===== src/srcc_map.svh =====
// Purpose: Offsets, field positions, reset values and timing counts
// Assumes: 10 MHz block clock, APB byte addressing
// Notes:   Definitions only
`ifndef SRCC_MAP_SVH
`define SRCC_MAP_SVH

// ----------------------------------------------------------------
// Register offsets
// ----------------------------------------------------------------
`define SRCC_OFS_STRAP   12'h000
`define SRCC_OFS_CLKCTL  12'h004
`define SRCC_OFS_WDCTL   12'h008
`define SRCC_OFS_WDIVL   12'h00c
`define SRCC_OFS_WDCNT   12'h010

// ----------------------------------------------------------------
// Field positions
// ----------------------------------------------------------------
`define SRCC_WD_EN_BIT    0
`define SRCC_WD_KICK_BIT  1
`define SRCC_WD_FIRE_BIT  8

// ----------------------------------------------------------------
// Reset values and limits
// ----------------------------------------------------------------
`define SRCC_CLK_RST     3'h4
`define SRCC_CLK_MAX     3'h4
`define SRCC_WDIVL_RST   24'hffffff
`define SRCC_PIN_RST     7'h00

// ----------------------------------------------------------------
// Timing
// ----------------------------------------------------------------
`define SRCC_CLK_NS      100
`define SRCC_HOLD_MS     200
`define SRCC_HOLD_CYC    ((`SRCC_HOLD_MS * 1000000) / `SRCC_CLK_NS)

`endif


===== src/srcc_pkg.sv =====
// Purpose: Types shared by the strap, reset and clock block
// Assumes: Constants live in srcc_map.svh
// Notes:   Carrier structs for APB and configuration outputs
package srcc_pkg;

    // ------------------------------------------------------------
    // APB carriers
    // ------------------------------------------------------------
    typedef struct packed {
        logic        psel;
        logic        penable;
        logic        pwrite;
        logic [11:0] paddr;
        logic [31:0] pwdata;
    } srcc_apb_req_t;

    typedef struct packed {
        logic        pready;
        logic [31:0] prdata;
        logic        pslverr;
    } srcc_apb_rsp_t;

    // ------------------------------------------------------------
    // Captured boot straps
    // ------------------------------------------------------------
    typedef enum logic [1:0] {
        SRCC_W_RSVD = 2'b00,
        SRCC_W_8    = 2'b01,
        SRCC_W_16   = 2'b10,
        SRCC_W_32   = 2'b11
    } srcc_width_t;

    typedef struct packed {
        srcc_width_t bank_width;  // Bank zero data width
        logic        rst_pol;     // 1 = reset out active low
        logic        cpu_clk_byp; // 1 = PLL bypassed
        logic        host_bridge; // 1 = host, 0 = guest
        logic        test_en;     // Factory test requested
    } srcc_strap_t;

    // ------------------------------------------------------------
    // Configuration outputs
    // ------------------------------------------------------------
    typedef struct packed {
        srcc_width_t bank0_width;
        logic        pll_bypass;
        logic [2:0]  pll_freq_sel;    // 0..4 = 25..125 MHz
        logic        pci_arb_en;
        logic        pci_target_only;
        logic        factory_test;
        logic        sdram_capture_fb;
    } srcc_cfg_t;

    // ------------------------------------------------------------
    // Sequencer states
    // ------------------------------------------------------------
    typedef enum logic [1:0] {
        ST_STRAP = 2'b00,
        ST_HOLD  = 2'b01,
        ST_RUN   = 2'b10
    } srcc_state_t;

endpackage


===== src/srcc_pin_sync.sv =====
// Purpose: Three-stage synchroniser for strap and reset pins
// Assumes: Inputs asynchronous to ref_clk
// Notes:   Output changes once stages two and three agree
`timescale 1ns/1ps
`default_nettype none

module srcc_pin_sync #(
    parameter int           W       = 7,
    parameter logic [W-1:0] RST_VAL = '0
) (
    // Clock and reset
    input  wire logic         ref_clk,
    input  wire logic         arst_n,
    // Pins and filtered levels
    input  wire logic [W-1:0] pin_in,
    output logic      [W-1:0] pin_q
);

    // ------------------------------------------------------------
    // State
    // ------------------------------------------------------------
    typedef struct packed {
        logic [W-1:0] s1;   // First stage, read only by s2
        logic [W-1:0] s2;
        logic [W-1:0] s3;
        logic [W-1:0] q;    // Agreed level
    } srcc_sync_t;

    srcc_sync_t s;
    srcc_sync_t next_s;

    // Per-bit agreement filter
    always_comb
    begin
        next_s    = s;
        next_s.s1 = pin_in;
        next_s.s2 = s.s1;
        next_s.s3 = s.s2;
        for (int i = 0; i < W; i++)
        begin
            if (s.s2[i] == s.s3[i])
            begin
                next_s.q[i] = s.s3[i];
            end
        end
    end

    // Register stage
    always_ff @(posedge ref_clk or negedge arst_n)
    begin
        if (!arst_n)
        begin
            s <= {RST_VAL, RST_VAL, RST_VAL, RST_VAL};
        end
        else
        begin
            s <= next_s;
        end
    end

    assign pin_q = s.q;

endmodule

`default_nettype wire


===== src/srcc_top.sv =====
// Purpose: Boot strap capture, system reset output, clock setup
// Assumes: 10 MHz ref_clk, APB slave, arst_n is power-on reset
// Notes:   Chip reset pin and straps pass three-stage sync
//
// What this block does
// - Sample all straps while chip reset asserted
// - Width strap 01/10/11 gives 8/16/32, 00 reserved
// - Polarity strap low high-active, high low-active
// - Clock strap low uses PLL, high bypasses
// - Bridge strap low guest, high host mode
// - Guest mode: target only, arbiter disabled
// - One system reset output, strap-chosen level
// - Watchdog expiry resets block, asserts reset out
// - Reset output held at least 200 ms
// - PLL makes system clock from 25 MHz
// - System clock 25..125 MHz via 0x0004
// - SDRAM read data taken on feedback clock
//
// Chosen here: the APB slave port.
`timescale 1ns/1ps
`default_nettype none
`include "srcc_map.svh"

module srcc_top
    import srcc_pkg::*;
#(
    parameter int HOLD_W       = 22,
    parameter int RST_HOLD_CYC = `SRCC_HOLD_CYC
) (
    // Clock and power-on reset
    input  wire logic                   ref_clk,
    input  wire logic                   arst_n,
    // APB slave
    input  wire srcc_pkg::srcc_apb_req_t apb_req,
    output var  srcc_pkg::srcc_apb_rsp_t apb_rsp,
    // Strap and reset pins
    input  wire logic [1:0]             boot_bank_width_strap,
    input  wire logic                   reset_out_polarity_strap,
    input  wire logic                   cpu_clock_source_strap,
    input  wire logic                   bridge_mode_strap,
    input  wire logic                   chip_test_enable,
    input  wire logic                   chip_reset_n,
    // System reset and configuration
    output logic                        system_reset_out,
    output var  srcc_pkg::srcc_cfg_t    cfg
);
    import srcc_pkg::*;

    // ------------------------------------------------------------
    // State
    // ------------------------------------------------------------
    typedef struct packed {
        srcc_state_t   st;        // Sequencer state
        logic [HOLD_W-1:0] cnt;   // Reset hold counter
        srcc_strap_t   strap;     // Captured straps
        logic [2:0]    clk_code;  // System clock setting
        logic          wd_en;     // Watchdog running
        logic [23:0]   wd_ivl;    // Watchdog interval
        logic [23:0]   wd_cnt;    // Watchdog count
        logic          wd_fired;  // Sticky watchdog flag
        logic          rst_out;   // Pin level
        srcc_cfg_t     cfg;       // Configuration outputs
        srcc_apb_rsp_t rsp;       // APB answer
    } srcc_top_t;

    srcc_top_t         s;
    srcc_top_t         next_s;
    logic [6:0]        pin_q;     // Synced pins
    srcc_strap_t       pin_strap; // Synced straps
    logic              pin_rst_n; // Synced chip reset
    logic              wd_expire; // Watchdog reached interval
    logic              hold_done; // Hold time reached
    logic              wr_acc;    // Write taken this edge
    logic              setup;     // APB setup cycle
    localparam logic [HOLD_W-1:0] HOLD_CYC = HOLD_W'(RST_HOLD_CYC);

    // ------------------------------------------------------------
    // Pin synchronisers
    // ------------------------------------------------------------
    srcc_pin_sync #(
        .W       (7),
        .RST_VAL (`SRCC_PIN_RST)
    ) u_sync (
        .ref_clk (ref_clk),
        .arst_n  (arst_n),
        .pin_in  ({chip_reset_n, boot_bank_width_strap,
                   reset_out_polarity_strap, cpu_clock_source_strap,
                   bridge_mode_strap, chip_test_enable}),
        .pin_q   (pin_q)
    );

    assign pin_strap = srcc_strap_t'(pin_q[5:0]);
    assign pin_rst_n = pin_q[6];

    // ------------------------------------------------------------
    // Next-state logic
    // ------------------------------------------------------------
    always_comb
    begin
        next_s    = s;
        setup     = apb_req.psel & ~apb_req.penable;
        wr_acc    = apb_req.psel & apb_req.penable & s.rsp.pready
                    & apb_req.pwrite;
        hold_done = (s.cnt >= HOLD_CYC);
        wd_expire = (s.st == ST_RUN) && s.wd_en
                    && (s.wd_cnt >= s.wd_ivl);

        // APB answer loads at setup, stands for the access cycle
        next_s.rsp.pready  = setup;
        next_s.rsp.pslverr = 1'b0;
        next_s.rsp.prdata  = 32'h0000_0000;
        if (setup && !apb_req.pwrite)
        begin
            unique case (apb_req.paddr)
                `SRCC_OFS_STRAP:  next_s.rsp.prdata = {26'h0, s.strap};
                `SRCC_OFS_CLKCTL: next_s.rsp.prdata = {29'h0, s.clk_code};
                `SRCC_OFS_WDCTL:  next_s.rsp.prdata =
                    {23'h0, s.wd_fired, 7'h00, s.wd_en};
                `SRCC_OFS_WDIVL:  next_s.rsp.prdata = {8'h00, s.wd_ivl};
                `SRCC_OFS_WDCNT:  next_s.rsp.prdata = {8'h00, s.wd_cnt};
                default:          next_s.rsp.pslverr = 1'b1;
            endcase
        end
        else if (setup)
        begin
            // Unmapped write address or read-only target
            unique case (apb_req.paddr)
                `SRCC_OFS_CLKCTL, `SRCC_OFS_WDCTL,
                `SRCC_OFS_WDIVL:  next_s.rsp.pslverr = 1'b0;
                default:          next_s.rsp.pslverr = 1'b1;
            endcase
        end

        // Register writes take effect at the access edge
        if (wr_acc)
        begin
            unique case (apb_req.paddr)
                `SRCC_OFS_CLKCTL:
                begin
                    // Codes above the top setting clamp to 125 MHz
                    if (apb_req.pwdata[2:0] > `SRCC_CLK_MAX)
                        next_s.clk_code = `SRCC_CLK_MAX;
                    else
                        next_s.clk_code = apb_req.pwdata[2:0];
                end
                `SRCC_OFS_WDCTL:
                begin
                    next_s.wd_en = apb_req.pwdata[`SRCC_WD_EN_BIT];
                    // Kick or disable restarts the count
                    if (apb_req.pwdata[`SRCC_WD_KICK_BIT]
                        || !apb_req.pwdata[`SRCC_WD_EN_BIT])
                        next_s.wd_cnt = 24'h000000;
                    // Write one clears the sticky flag
                    if (apb_req.pwdata[`SRCC_WD_FIRE_BIT])
                        next_s.wd_fired = 1'b0;
                end
                `SRCC_OFS_WDIVL:  next_s.wd_ivl = apb_req.pwdata[23:0];
                default:          next_s.wd_ivl = s.wd_ivl;
            endcase
        end

        // Sequencer
        unique case (s.st)
            ST_STRAP:
            begin
                // Straps follow the pins while reset is held
                next_s.strap = pin_strap;
                if (!hold_done)
                    next_s.cnt = s.cnt + HOLD_W'(1);
                // Release freezes the last sample
                if (pin_rst_n)
                    next_s.st = hold_done ? ST_RUN : ST_HOLD;
            end
            ST_HOLD:
            begin
                // Reset out stays on until the hold time is met
                next_s.cnt = s.cnt + HOLD_W'(1);
                if (hold_done)
                    next_s.st = ST_RUN;
            end
            ST_RUN:
            begin
                if (s.wd_en && !wd_expire)
                    next_s.wd_cnt = next_s.wd_cnt + 24'h000001;
                if (wd_expire)
                begin
                    // Expiry resets the block's own control state
                    next_s.st       = ST_HOLD;
                    next_s.cnt      = '0;
                    next_s.clk_code = `SRCC_CLK_RST;
                    next_s.wd_en    = 1'b0;
                    next_s.wd_ivl   = `SRCC_WDIVL_RST;
                    next_s.wd_cnt   = 24'h000000;
                    next_s.wd_fired = 1'b1;   // Set beats a clear
                end
            end
            default:
            begin
                next_s.st  = ST_STRAP;
                next_s.cnt = '0;
            end
        endcase

        // Chip reset pin restarts capture from any later state
        if (!pin_rst_n && s.st != ST_STRAP)
        begin
            next_s.st     = ST_STRAP;
            next_s.cnt    = '0;
            next_s.wd_en  = 1'b0;
            next_s.wd_cnt = 24'h000000;
            next_s.clk_code = `SRCC_CLK_RST;
            next_s.wd_ivl = `SRCC_WDIVL_RST;
        end
        if (next_s.st != ST_RUN)
            next_s.wd_cnt = 24'h000000;

        // Output level: asserted XOR polarity strap
        next_s.rst_out = (next_s.st != ST_RUN)
                         ^ next_s.strap.rst_pol;

        // Configuration outputs
        next_s.cfg.bank0_width     = next_s.strap.bank_width;
        next_s.cfg.pll_bypass      = next_s.strap.cpu_clk_byp;
        next_s.cfg.pll_freq_sel    = next_s.clk_code;
        next_s.cfg.pci_arb_en      = next_s.strap.host_bridge;
        next_s.cfg.pci_target_only = ~next_s.strap.host_bridge;
        next_s.cfg.factory_test    = next_s.strap.test_en;
        next_s.cfg.sdram_capture_fb = 1'b1;
    end

    // ------------------------------------------------------------
    // State register
    // ------------------------------------------------------------
    always_ff @(posedge ref_clk or negedge arst_n)
    begin
        if (!arst_n)
        begin
            s          <= '0;
            s.st       <= ST_STRAP;
            s.clk_code <= `SRCC_CLK_RST;
            s.wd_ivl   <= `SRCC_WDIVL_RST;
        end
        else
        begin
            s <= next_s;
        end
    end

    assign apb_rsp          = s.rsp;
    assign system_reset_out = s.rst_out;
    assign cfg              = s.cfg;
endmodule

`default_nettype wire


===== config.mk =====
export PLATFORM = sky130hd
export DESIGN_NAME = srcc_top
export DESIGN_NICKNAME = d
export VERILOG_FILES = /design/src/srcc_pkg.sv /design/src/srcc_pin_sync.sv /design/src/srcc_top.sv
export VERILOG_INCLUDE_DIRS = /design/src /design/src/src
export SDC_FILE = /design/constraint.sdc
export NUM_CORES = 1
export LEC_CHECK = 0
export BUFFER_PORTS_ARGS = -buffer_cell sky130_fd_sc_hd__buf_2
export CORE_MARGIN = 4
export CORE_UTILIZATION = 24
export CTS_CLUSTER_SIZE = 12
export DETAILED_ROUTE_END_ITERATION = 10
export PLACE_DENSITY = 0.48
export SLEW_MARGIN = 20
export SYNTH_ARGS = -nofsm -noshare
export SYNTH_HDL_FRONTEND = slang
export SYNTH_HIERARCHICAL = 1
export SYNTH_SLANG_ARGS = --single-unit

===== constraint.sdc =====
create_clock -name ref_clk -period 3.68 [get_ports ref_clk]
set_clock_uncertainty 0.15 [all_clocks]
set_input_delay 0.368 -clock ref_clk [delete_from_list [all_inputs] [get_ports ref_clk]]
set_output_delay 0.368 -clock ref_clk [all_outputs]
set_load 0.02 [all_outputs]

### Word level (Yosys, flattened, before mapping)

Index checks and enable logic that the tools add are counted.

* register bits after elaboration: 151
* bits of input ports: 56
* output and inout port bits: 45
* logic and storage cells: 100

* add/subtract/negate cells: 2
* order comparisons: 3
* equality and inequality tests: 16
* muxes and demuxes: 27
* bitwise logic cells: 7
* reductions and logical operators: 16

Operator list (count)
* 2-to-1 mux 53 bit: 3
* 2-to-1 mux 24 bit: 6
* one-hot mux 24 bit (5 select lines): 1
* one-hot mux 24 bit (3 select lines): 1
* 2-to-1 mux 52 bit: 1
* 2-to-1 mux 32 bit: 1
* 2-to-1 mux 25 bit: 1
* adder 24 x 1 -> 24 bit, second input constant: 1
* equality test 12 x 4 -> 1 bit, second input constant: 2
* >= comparator 24 bit: 1
* adder 22 x 1 -> 22 bit, second input constant: 1
* >= comparator 22 x 21 -> 1 bit, second input constant: 1
* 2-to-1 mux 22 bit: 1
* equality test 12 x 3 -> 1 bit, second input constant: 1
* equality test 12 x 5 -> 1 bit, second input constant: 1
* logical NOT 12 bit: 1
* equality test 1 bit: 7
* 2-to-1 mux 1 bit: 6
* 2-to-1 mux 2 bit: 3
* 2-to-1 mux 3 bit: 2
* logical AND 1 bit: 5
* OR reduction 5 bit: 1
* AND 1 bit: 4
* logical NOT 1 bit: 4
* other kinds (14): 15

### Logic depth before layout (Yosys ltp)

Gate-level depths: netlist (run 1).

* depth in word-level cells: 11
* mapped depth: 12
* gate-level depth less buffers: 11

### Cells and area by module

Netlist (run 1), hierarchy kept.

By module, submodules not included
* srcc_top: times used 1, cells an instance 690, area an instance 6444.9 um^2, seq. area each 2859.0 um^2
* srcc_pin_sync: times used 1, cells an instance 42, area an instance 832.0 um^2, seq. area each 700.7 um^2

### Least setup slack after synthesis (run 1)

No wires, ideal clock.

* path kind: input to register
* from: in apb_req[35] (netlist bit)
* to: reg s[64] (netlist bit)
* library setup time: 88 ps
* data arrival time: 2430 ps
* required time: 3442 ps
* setup slack: 1011 ps
* stages: 11
* cell sequence: clkbuf_1 nor4b_2 nand2_1 and2_1 ha_1 nand2_1 a211oi_1 o2111ai_1 nor2_1 xnor2_1 nor3b_1

RTL lines
* from (decl): line srcc_top.sv:34 `input wire srcc_pkg::srcc_apb_req_t apb_req,`
* to (signal assigned): line srcc_top.sv:245 `s <= next_s;`
* to (decl): line srcc_top.sv:66 `srcc_top_t s;`

==> flow_summary.ini, run 1 <==
[status]
status = completed

[synth]
syn_area_um2 = 7277
synth_edf_count = 0
synth_top_family_by_area = simple AND/OR/NAND/NOR gates
synth_xor_area_frac = 0.02889
yosysWarnings = 6
ys_seq_area_frac = 0.4892
synth_seq_cells = 141
yosys.area_share.simple = 0.1829
yosys-top-cells-area = dfrtp_1 40%, dfstp_2 9.0%, buf_4 5.5%
synth_top_area_frac = 0.3989
synthArstFlopShare = 1.000
yosys.area_share.adder = 0.05726
syn-mean-instance-area_um2 = 9.941
synth_top_area_cell = dfrtp_1
synth.distinct_cells = 70
synthFlopType = dfrtp_1
synthMuxAreaShare = 0.01788
synthCells = 732
synth_compound_area_frac = 0.1327

[global_route]
gr-total-overflow = 0
grt_max_degree = 64
top_usage_layer = met2
gr-usage-all-layers = 0.1081
gr-usage-met3 = 0.02611
met1_usage = 0.1493
grt_pass1_vias = 5152
grt_use_met2 = 0.1697
antenna_found_initial = 0
grt_pass1_wl_um = 28590

[setup_path]
rr_worst_depth = 10
critPathMaxStageDelay_ns = 0.53
cp-start-kind = register
crit_path_max_fanout = 24
cp.required_ns = 3.86
crit_slowest_cell = dfstp_2
critPathKind = register to register
crit_chain = inv_1 > ha_1 > a21oi_1 > o21ai_0 > a22oi_2 > nand2_1 > nor2_2 > o221ai_4 > buf_4 > nor3b_1
arrival_ns = 3.12
setup.worst_path.end_class = register

[pwr]
p_int_mw = 2.604
power_frac_seq = 0.468
powerDensity_nw_per_um2 = 421.1
combPwrFrac = 0.070
p_sw_uw = 962.9
p_clk_frac = 0.462
ir_drop_uv = 265.2
leakagePower_nw = 3.772
swShare = 0.2699

[die]
die_area_um2 = 33170
die_height_um = 182.1
chipWidth_um = 182.1
core_um2 = 29800
initial_utilization = 0.2442
num_io_pins = 101
rows = 63

[timing]
max_freq_mhz = 340.7
tightest_slew_ns = 0.8054
relSlewSlack = 0.4581
period_share = 0.7977
tns_ns = 0
final_hold_viol_count = 0
final-setup-viol-count = 0
report.final.slew_viol_count = 0
period_minus_slack_ns = 2.935
rsz0062_at_grt = false

[clock_tree]
cts_inserted_buffers = 17
cts_tree = done
clock_path_buffers = 2
clk_pin_slew_ns = 0.06
insertion_delay_ns = 0.43
htreeDepth = 4
cts-root-buf = clkbuf_16
clock-sinks = 141

[finish]
drive_above_1_share = 0.2403
area.growth.synth_to_final_pct = 16.42
layout_common_cells = 116 x dfrtp_1, 83 x buf_2, 81 x nor2_1, 69 x nand2_1, 36 x inv_1
fillers = 3160
final_cells = 1189
final_common_cell = dfrtp_1
multi_input_area_um2 = 3089
n_antenna_cell = 0
fin_nets = 869
seq_area_um2 = 3560

[flow_run]
drv_cap = 0

[drt]
drc = 0
drt_iter0_drc = 311
postRouteAntennaNets = 0
viasPerCell = 4.366
firstDrtPassIters = 5
wirelength_um = 17310
vias = 5191
wire_per_inst_um = 14.56

[place]
place_congestion = 0.7838
dp_hpwl_um = 12400
placed_cells = 1148
io_buffers = 84

[hold_path]
hp-class = input port to register
min_path_cells = 3
layer usage:
metal  vias to the layer above  routed length [um]
li1                       2610                   -
met1                      2502                8183
met2                        62                8309
met3                        17                 611
met4                         0                 203
met5                         -                   0
critical path, delay by kind of cell, from the launching register on:
family                   cells  cell delay [ns]
AO/OA/AOI/OAI                4             0.82
adder cells (fa/ha/maj)      1             0.30
buffers and inverters        2             0.31
flip-flops                   1             0.53
AND/OR/NAND/NOR              3             0.73
power groups by stage:
| stage | combinational [mW] | clock [mW] | sequential (mW) |
|---|---|---|---|
| finish | 0.249 | 1.65 | 1.67 |
| global route | 0.281 | 1.78 | 1.68 |
| CTS | 0.257 | 1.71 | 1.67 |
| detailed placement | 0.249 | 0 | 1.70 |
| global placement | 0.248 | 0 | 1.70 |
| floorplan | 0.179 | 0 | 1.68 |
final cells by class:
| type | count | area share |
|---|---|---|
| Clock buffer | 18 | 0.05066 |
| Clock inverter | 14 | 0.01477 |
| Inverter | 37 | 0.01639 |
| Multi-Input combinational cell | 481 | 0.3646 |
| Sequential cell | 141 | 0.4202 |
| Tap cell | 390 | 0.05760 |
| Timing Repair Buffer | 108 | 0.07576 |
synth_stat cells, types with 4 or more instances:
library cell	n
o21ai_1	4
inv_1	36
and3_1	16
a21oi_1	30
nor3_1	13
xnor2_1	19
buf_4	53
clkbuf_1	17
maj3_2	7
buf_2	6
nand4_1	15
nor3b_2	4
dfrtp_1	116
mux2_2	6
nor2_1	81
nor3b_1	13
nand2_1	69
nand2b_1	4
xor2_1	5
o21ai_0	32
ha_1	27
a31oi_1	4
nor4_1	5
mux2i_1	4
and2_1	5
dfstp_2	25
nand3_1	10
nor2b_1	6
o211ai_1	25
a22oi_1	20
registers in the layout (all words and copies together) (netlist names):
name and cells:
u_sync/s 7, u_sync/next_s 14, cfg 10, apb_rsp 26
s 76, u_sync/pin_q 7, system_reset_out 1
cells by family after synthesis:
logic type	after synthesis
xor gates and xnor gates	24
AOI/OAI and AO/OA	141
other	2
DFF	141
muxes	11
adders and majority gates	34
and+or+nand+nor	262
buffers and inverters	117
repair_timing:
action / CTS / global route
endpoints found under the hold margin: 38 / 0
buffers inserted: 0 / 0
resized for setup: 0 / 0
hold buffers: 9 / 0
stage by stage:
| step | setup WS, ns | util | instance area, um^2 | power, mW | hold slack, ns |
|---|---|---|---|---|---|
| 2_1_floorplan | 1.011 | - | 7303 | 1.857 | -0.07759 |
| 3_3_place_gp | 0.7289 | 0.2627 | 7828 | 1.946 | 0.1656 |
| 3_5_place_dp | 0.7115 | 0.2627 | 7828 | 1.948 | 0.1638 |
| 4_1_cts | 0.7060 | 0.2843 | 8472 | 3.637 | 0.001586 |
| 5_1_grt | 0.4013 | 0.2843 | 8472 | 3.740 | 0.009638 |
| 6_report | 0.7446 | 0.2843 | 8472 | 3.567 | 0.02024 |
final timing paths:
| path | startpoint | to | slack [ns] |
|---|---|---|---|
| min | apb_req[6] | s[76] | 0.02 |
| min in group asynchronous | arst_n | s[104] | 0.26 |
| max reg2reg | s[85] | s[58] | 0.74 |
| max | s[85] | s[58] | 0.74 |
| min reg2reg | u_sync/next_s[14] | u_sync/next_s[7] | 0.20 |
| max in group asynchronous | arst_n | s[83] | 2.21 |
(Power assumes the default switching activity.)
==> run 2: changes to the inputs <==
Settings changed: PLACE_DENSITY 0.48 to 0.49.
Clock period 3.68 ns to 2.7 ns, I/O delays scaled along.
==> run 2 against run 1 <==
Register-to-register slack worse by 0.72 ns. First-iteration DRC count is 25% higher. Die area unchanged. Sequential share of layout area shrank 4.9 points. Non-clock buffer count grew 84. Maximum frequency rose by 9.7%. Flip-flop and latch count stayed put. Global-route usage grew 0.44 points. Sequential power up 37%. Setup slack worse by 0.72 ns. Wire length rose by 7.3%. Largest power group is now the clock network. Highest routed layer unchanged.
==> flow_summary.ini, run 2 (same netlist as run 1, synthesis figures left out) <==
[setup_path]
crit_top_cell = o21ai_0
rr_worst_depth = 12
setup.worst_path.end_class = register
crit_slowest_cell = dfstp_2
crit_end = s[117]
crit_chain = inv_1 > ha_4 > nand2_2 > o31ai_2 > nand3_1 > buf_6 > o2111ai_4 > a31oi_4 > buf_12 > clkbuf_16 > o21ai_0 > o21ai_0
arrival_ns = 2.81
cp.required_ns = 2.84
crit_path_max_fanout = 5
r2r-start = s[77]
critPathMaxStageDelay_ns = 0.53
crit_start = s[77]
cp-start-kind = register
r2r-end = s[117]
ff2ff_setup_slack_ns = 0.03
critPathKind = register to register

[status]
status = completed

[timing]
max_freq_mhz = 373.9
tightest_slew_ns = 0.6443
relSlewSlack = 0.5705
period_share = 0.9907
finalWorstSetupSlack_ns = 0.02524
rsz0062_at_grt = true
report.final.slew_viol_count = 0
fin_hold_ws_ns = 0.02566
final-setup-viol-count = 0
final_hold_viol_count = 0
period_minus_slack_ns = 2.675

[global_route]
antenna_found_initial = 0
gr-usage-all-layers = 0.1125
grt_pass1_vias = 5727
gr-total-overflow = 0
grt_pass1_wl_um = 30110
grt_max_degree = 68

[place]
io_buffers = 84
placed_cells = 1197
dp_hpwl_um = 12940
place_congestion = 0.7944
dp_slack_ns = -0.003645

[clock_tree]
insertion_delay_ns = 0.42
cts-root-buf = clkbuf_16
cts_inserted_buffers = 17
clock-sinks = 141
clk_pin_slew_ns = 0.06
cts_tree = done
clock_path_buffers = 2
htreeDepth = 4

[pwr]
leakagePower_nw = 4.194
powerDensity_nw_per_um2 = 522.9
ir_drop_uv = 260.6
power.total_mw = 5.017

[hold_path]
min_path_cells = 3
hold_path_startpoint = apb_req[0]
hp-class = input port to register

[flow_run]
drv_cap = 0

[finish]
n_antenna_cell = 0
final_cells = 1273
top_register = s
seq_area_um2 = 3560
fin_nets = 953
layout_common_cells = 116 x dfrtp_1, 82 x buf_2, 79 x nor2_1, 67 x nand2_1, 64 x buf_4
drive_above_1_share = 0.3296
fillers = 3095
final_common_cell = dfrtp_1
area.growth.synth_to_final_pct = 31.86
multi_input_area_um2 = 3392
largest_reg_flops = 76

[drt]
vias = 5578
firstDrtPassIters = 5
postRouteAntennaNets = 0
wire_per_inst_um = 14.59
viasPerCell = 4.382
drt_iter0_drc = 389
drc = 0
wirelength_um = 18580

[die]
die_height_um = 182.1
rows = 63
initial_utilization = 0.2442
num_io_pins = 101
core_um2 = 29800
chipWidth_um = 182.1
die_area_um2 = 33170
-- run 2: changes by cell type in the layout (fill, tap and decap cells not counted), sizes merged --
cell	before	now
inv	46	42
bufinv	0	2
dlymetal6s4s	0	1
buf	99	155
dlygate4sd3	9	34
clkinvlp	1	3
clkbuf	18	20
-- run 2: through the flow --
step	area (um^2)	utilization	setup TNS [ns]
after floorplan	7303	-	0
after global placement	8220	0.2759	0
after detailed placement	8220	0.2759	-0.006415
after CTS	9169	0.3077	0
after global routing	9595	0.3220	-0.5101
final	9595	0.3220	0
-- run 2: how the worst min path moves through the flow --
stage                             end  slack (ns)
detailed placement  u_sync/next_s[19]        0.18
floorplan                  apb_rsp[0]       -0.18
global route                   cfg[4]        0.04
global placement    u_sync/next_s[19]        0.18
finish                         cfg[4]        0.03
CTS                            cfg[4]       0.009
-- run 2: per-layer routing --
| metal | vias to the layer above | track usage | wire length, um |
|---|---|---|---|
| li1 | 2778 | - | - |
| met1 | 2741 | 0.1468 | 8528 |
| met2 | 53 | 0.1905 | 9428 |
| met3 | 6 | 0.02571 | 476 |
| met4 | 0 | 0.02612 | 144 |
| met5 | - | 0 | 0 |
-- run 2: area by class of cell --
type,instances,area share
sequential,141,0.3710
multi-input combinational,481,0.3535
timing repair buffer,192,0.1490
tap,390,0.05085
clock buffer,18,0.04473
clock inverter,14,0.01643
inverter,37,0.01447
-- run 2: report_power, final --
group / leakage, nW / total, mW / internal (mW) / switching, mW
registers: 1.78 / 2.28 / 2.20 / 0.0777
logic: 2.13 / 0.382 / 0.170 / 0.211
clock network: 0.278 / 2.36 / 1.38 / 0.980
-- run 2: what timing repair did --
action / 4_1_cts / 5_1_grt
hold endpoints to repair: 90 / 0
gates cloned: 0 / 3
endpoints found under the setup margin: 17 / 74
hold buffers: 35 / 0
buffers inserted: 0 / 7
resized for setup: 2 / 60
pin swaps: 0 / 17
-- run 2: worst max-delay path: cells and delay by family (launching register included) --
family | cells | cell delay [ns]
AO/OA/AOI/OAI | 5 | 0.84
adder cells (fa/ha/maj) | 1 | 0.29
buffers and inverters | 4 | 0.53
flip-flops | 1 | 0.53
AND/OR/NAND/NOR | 2 | 0.19
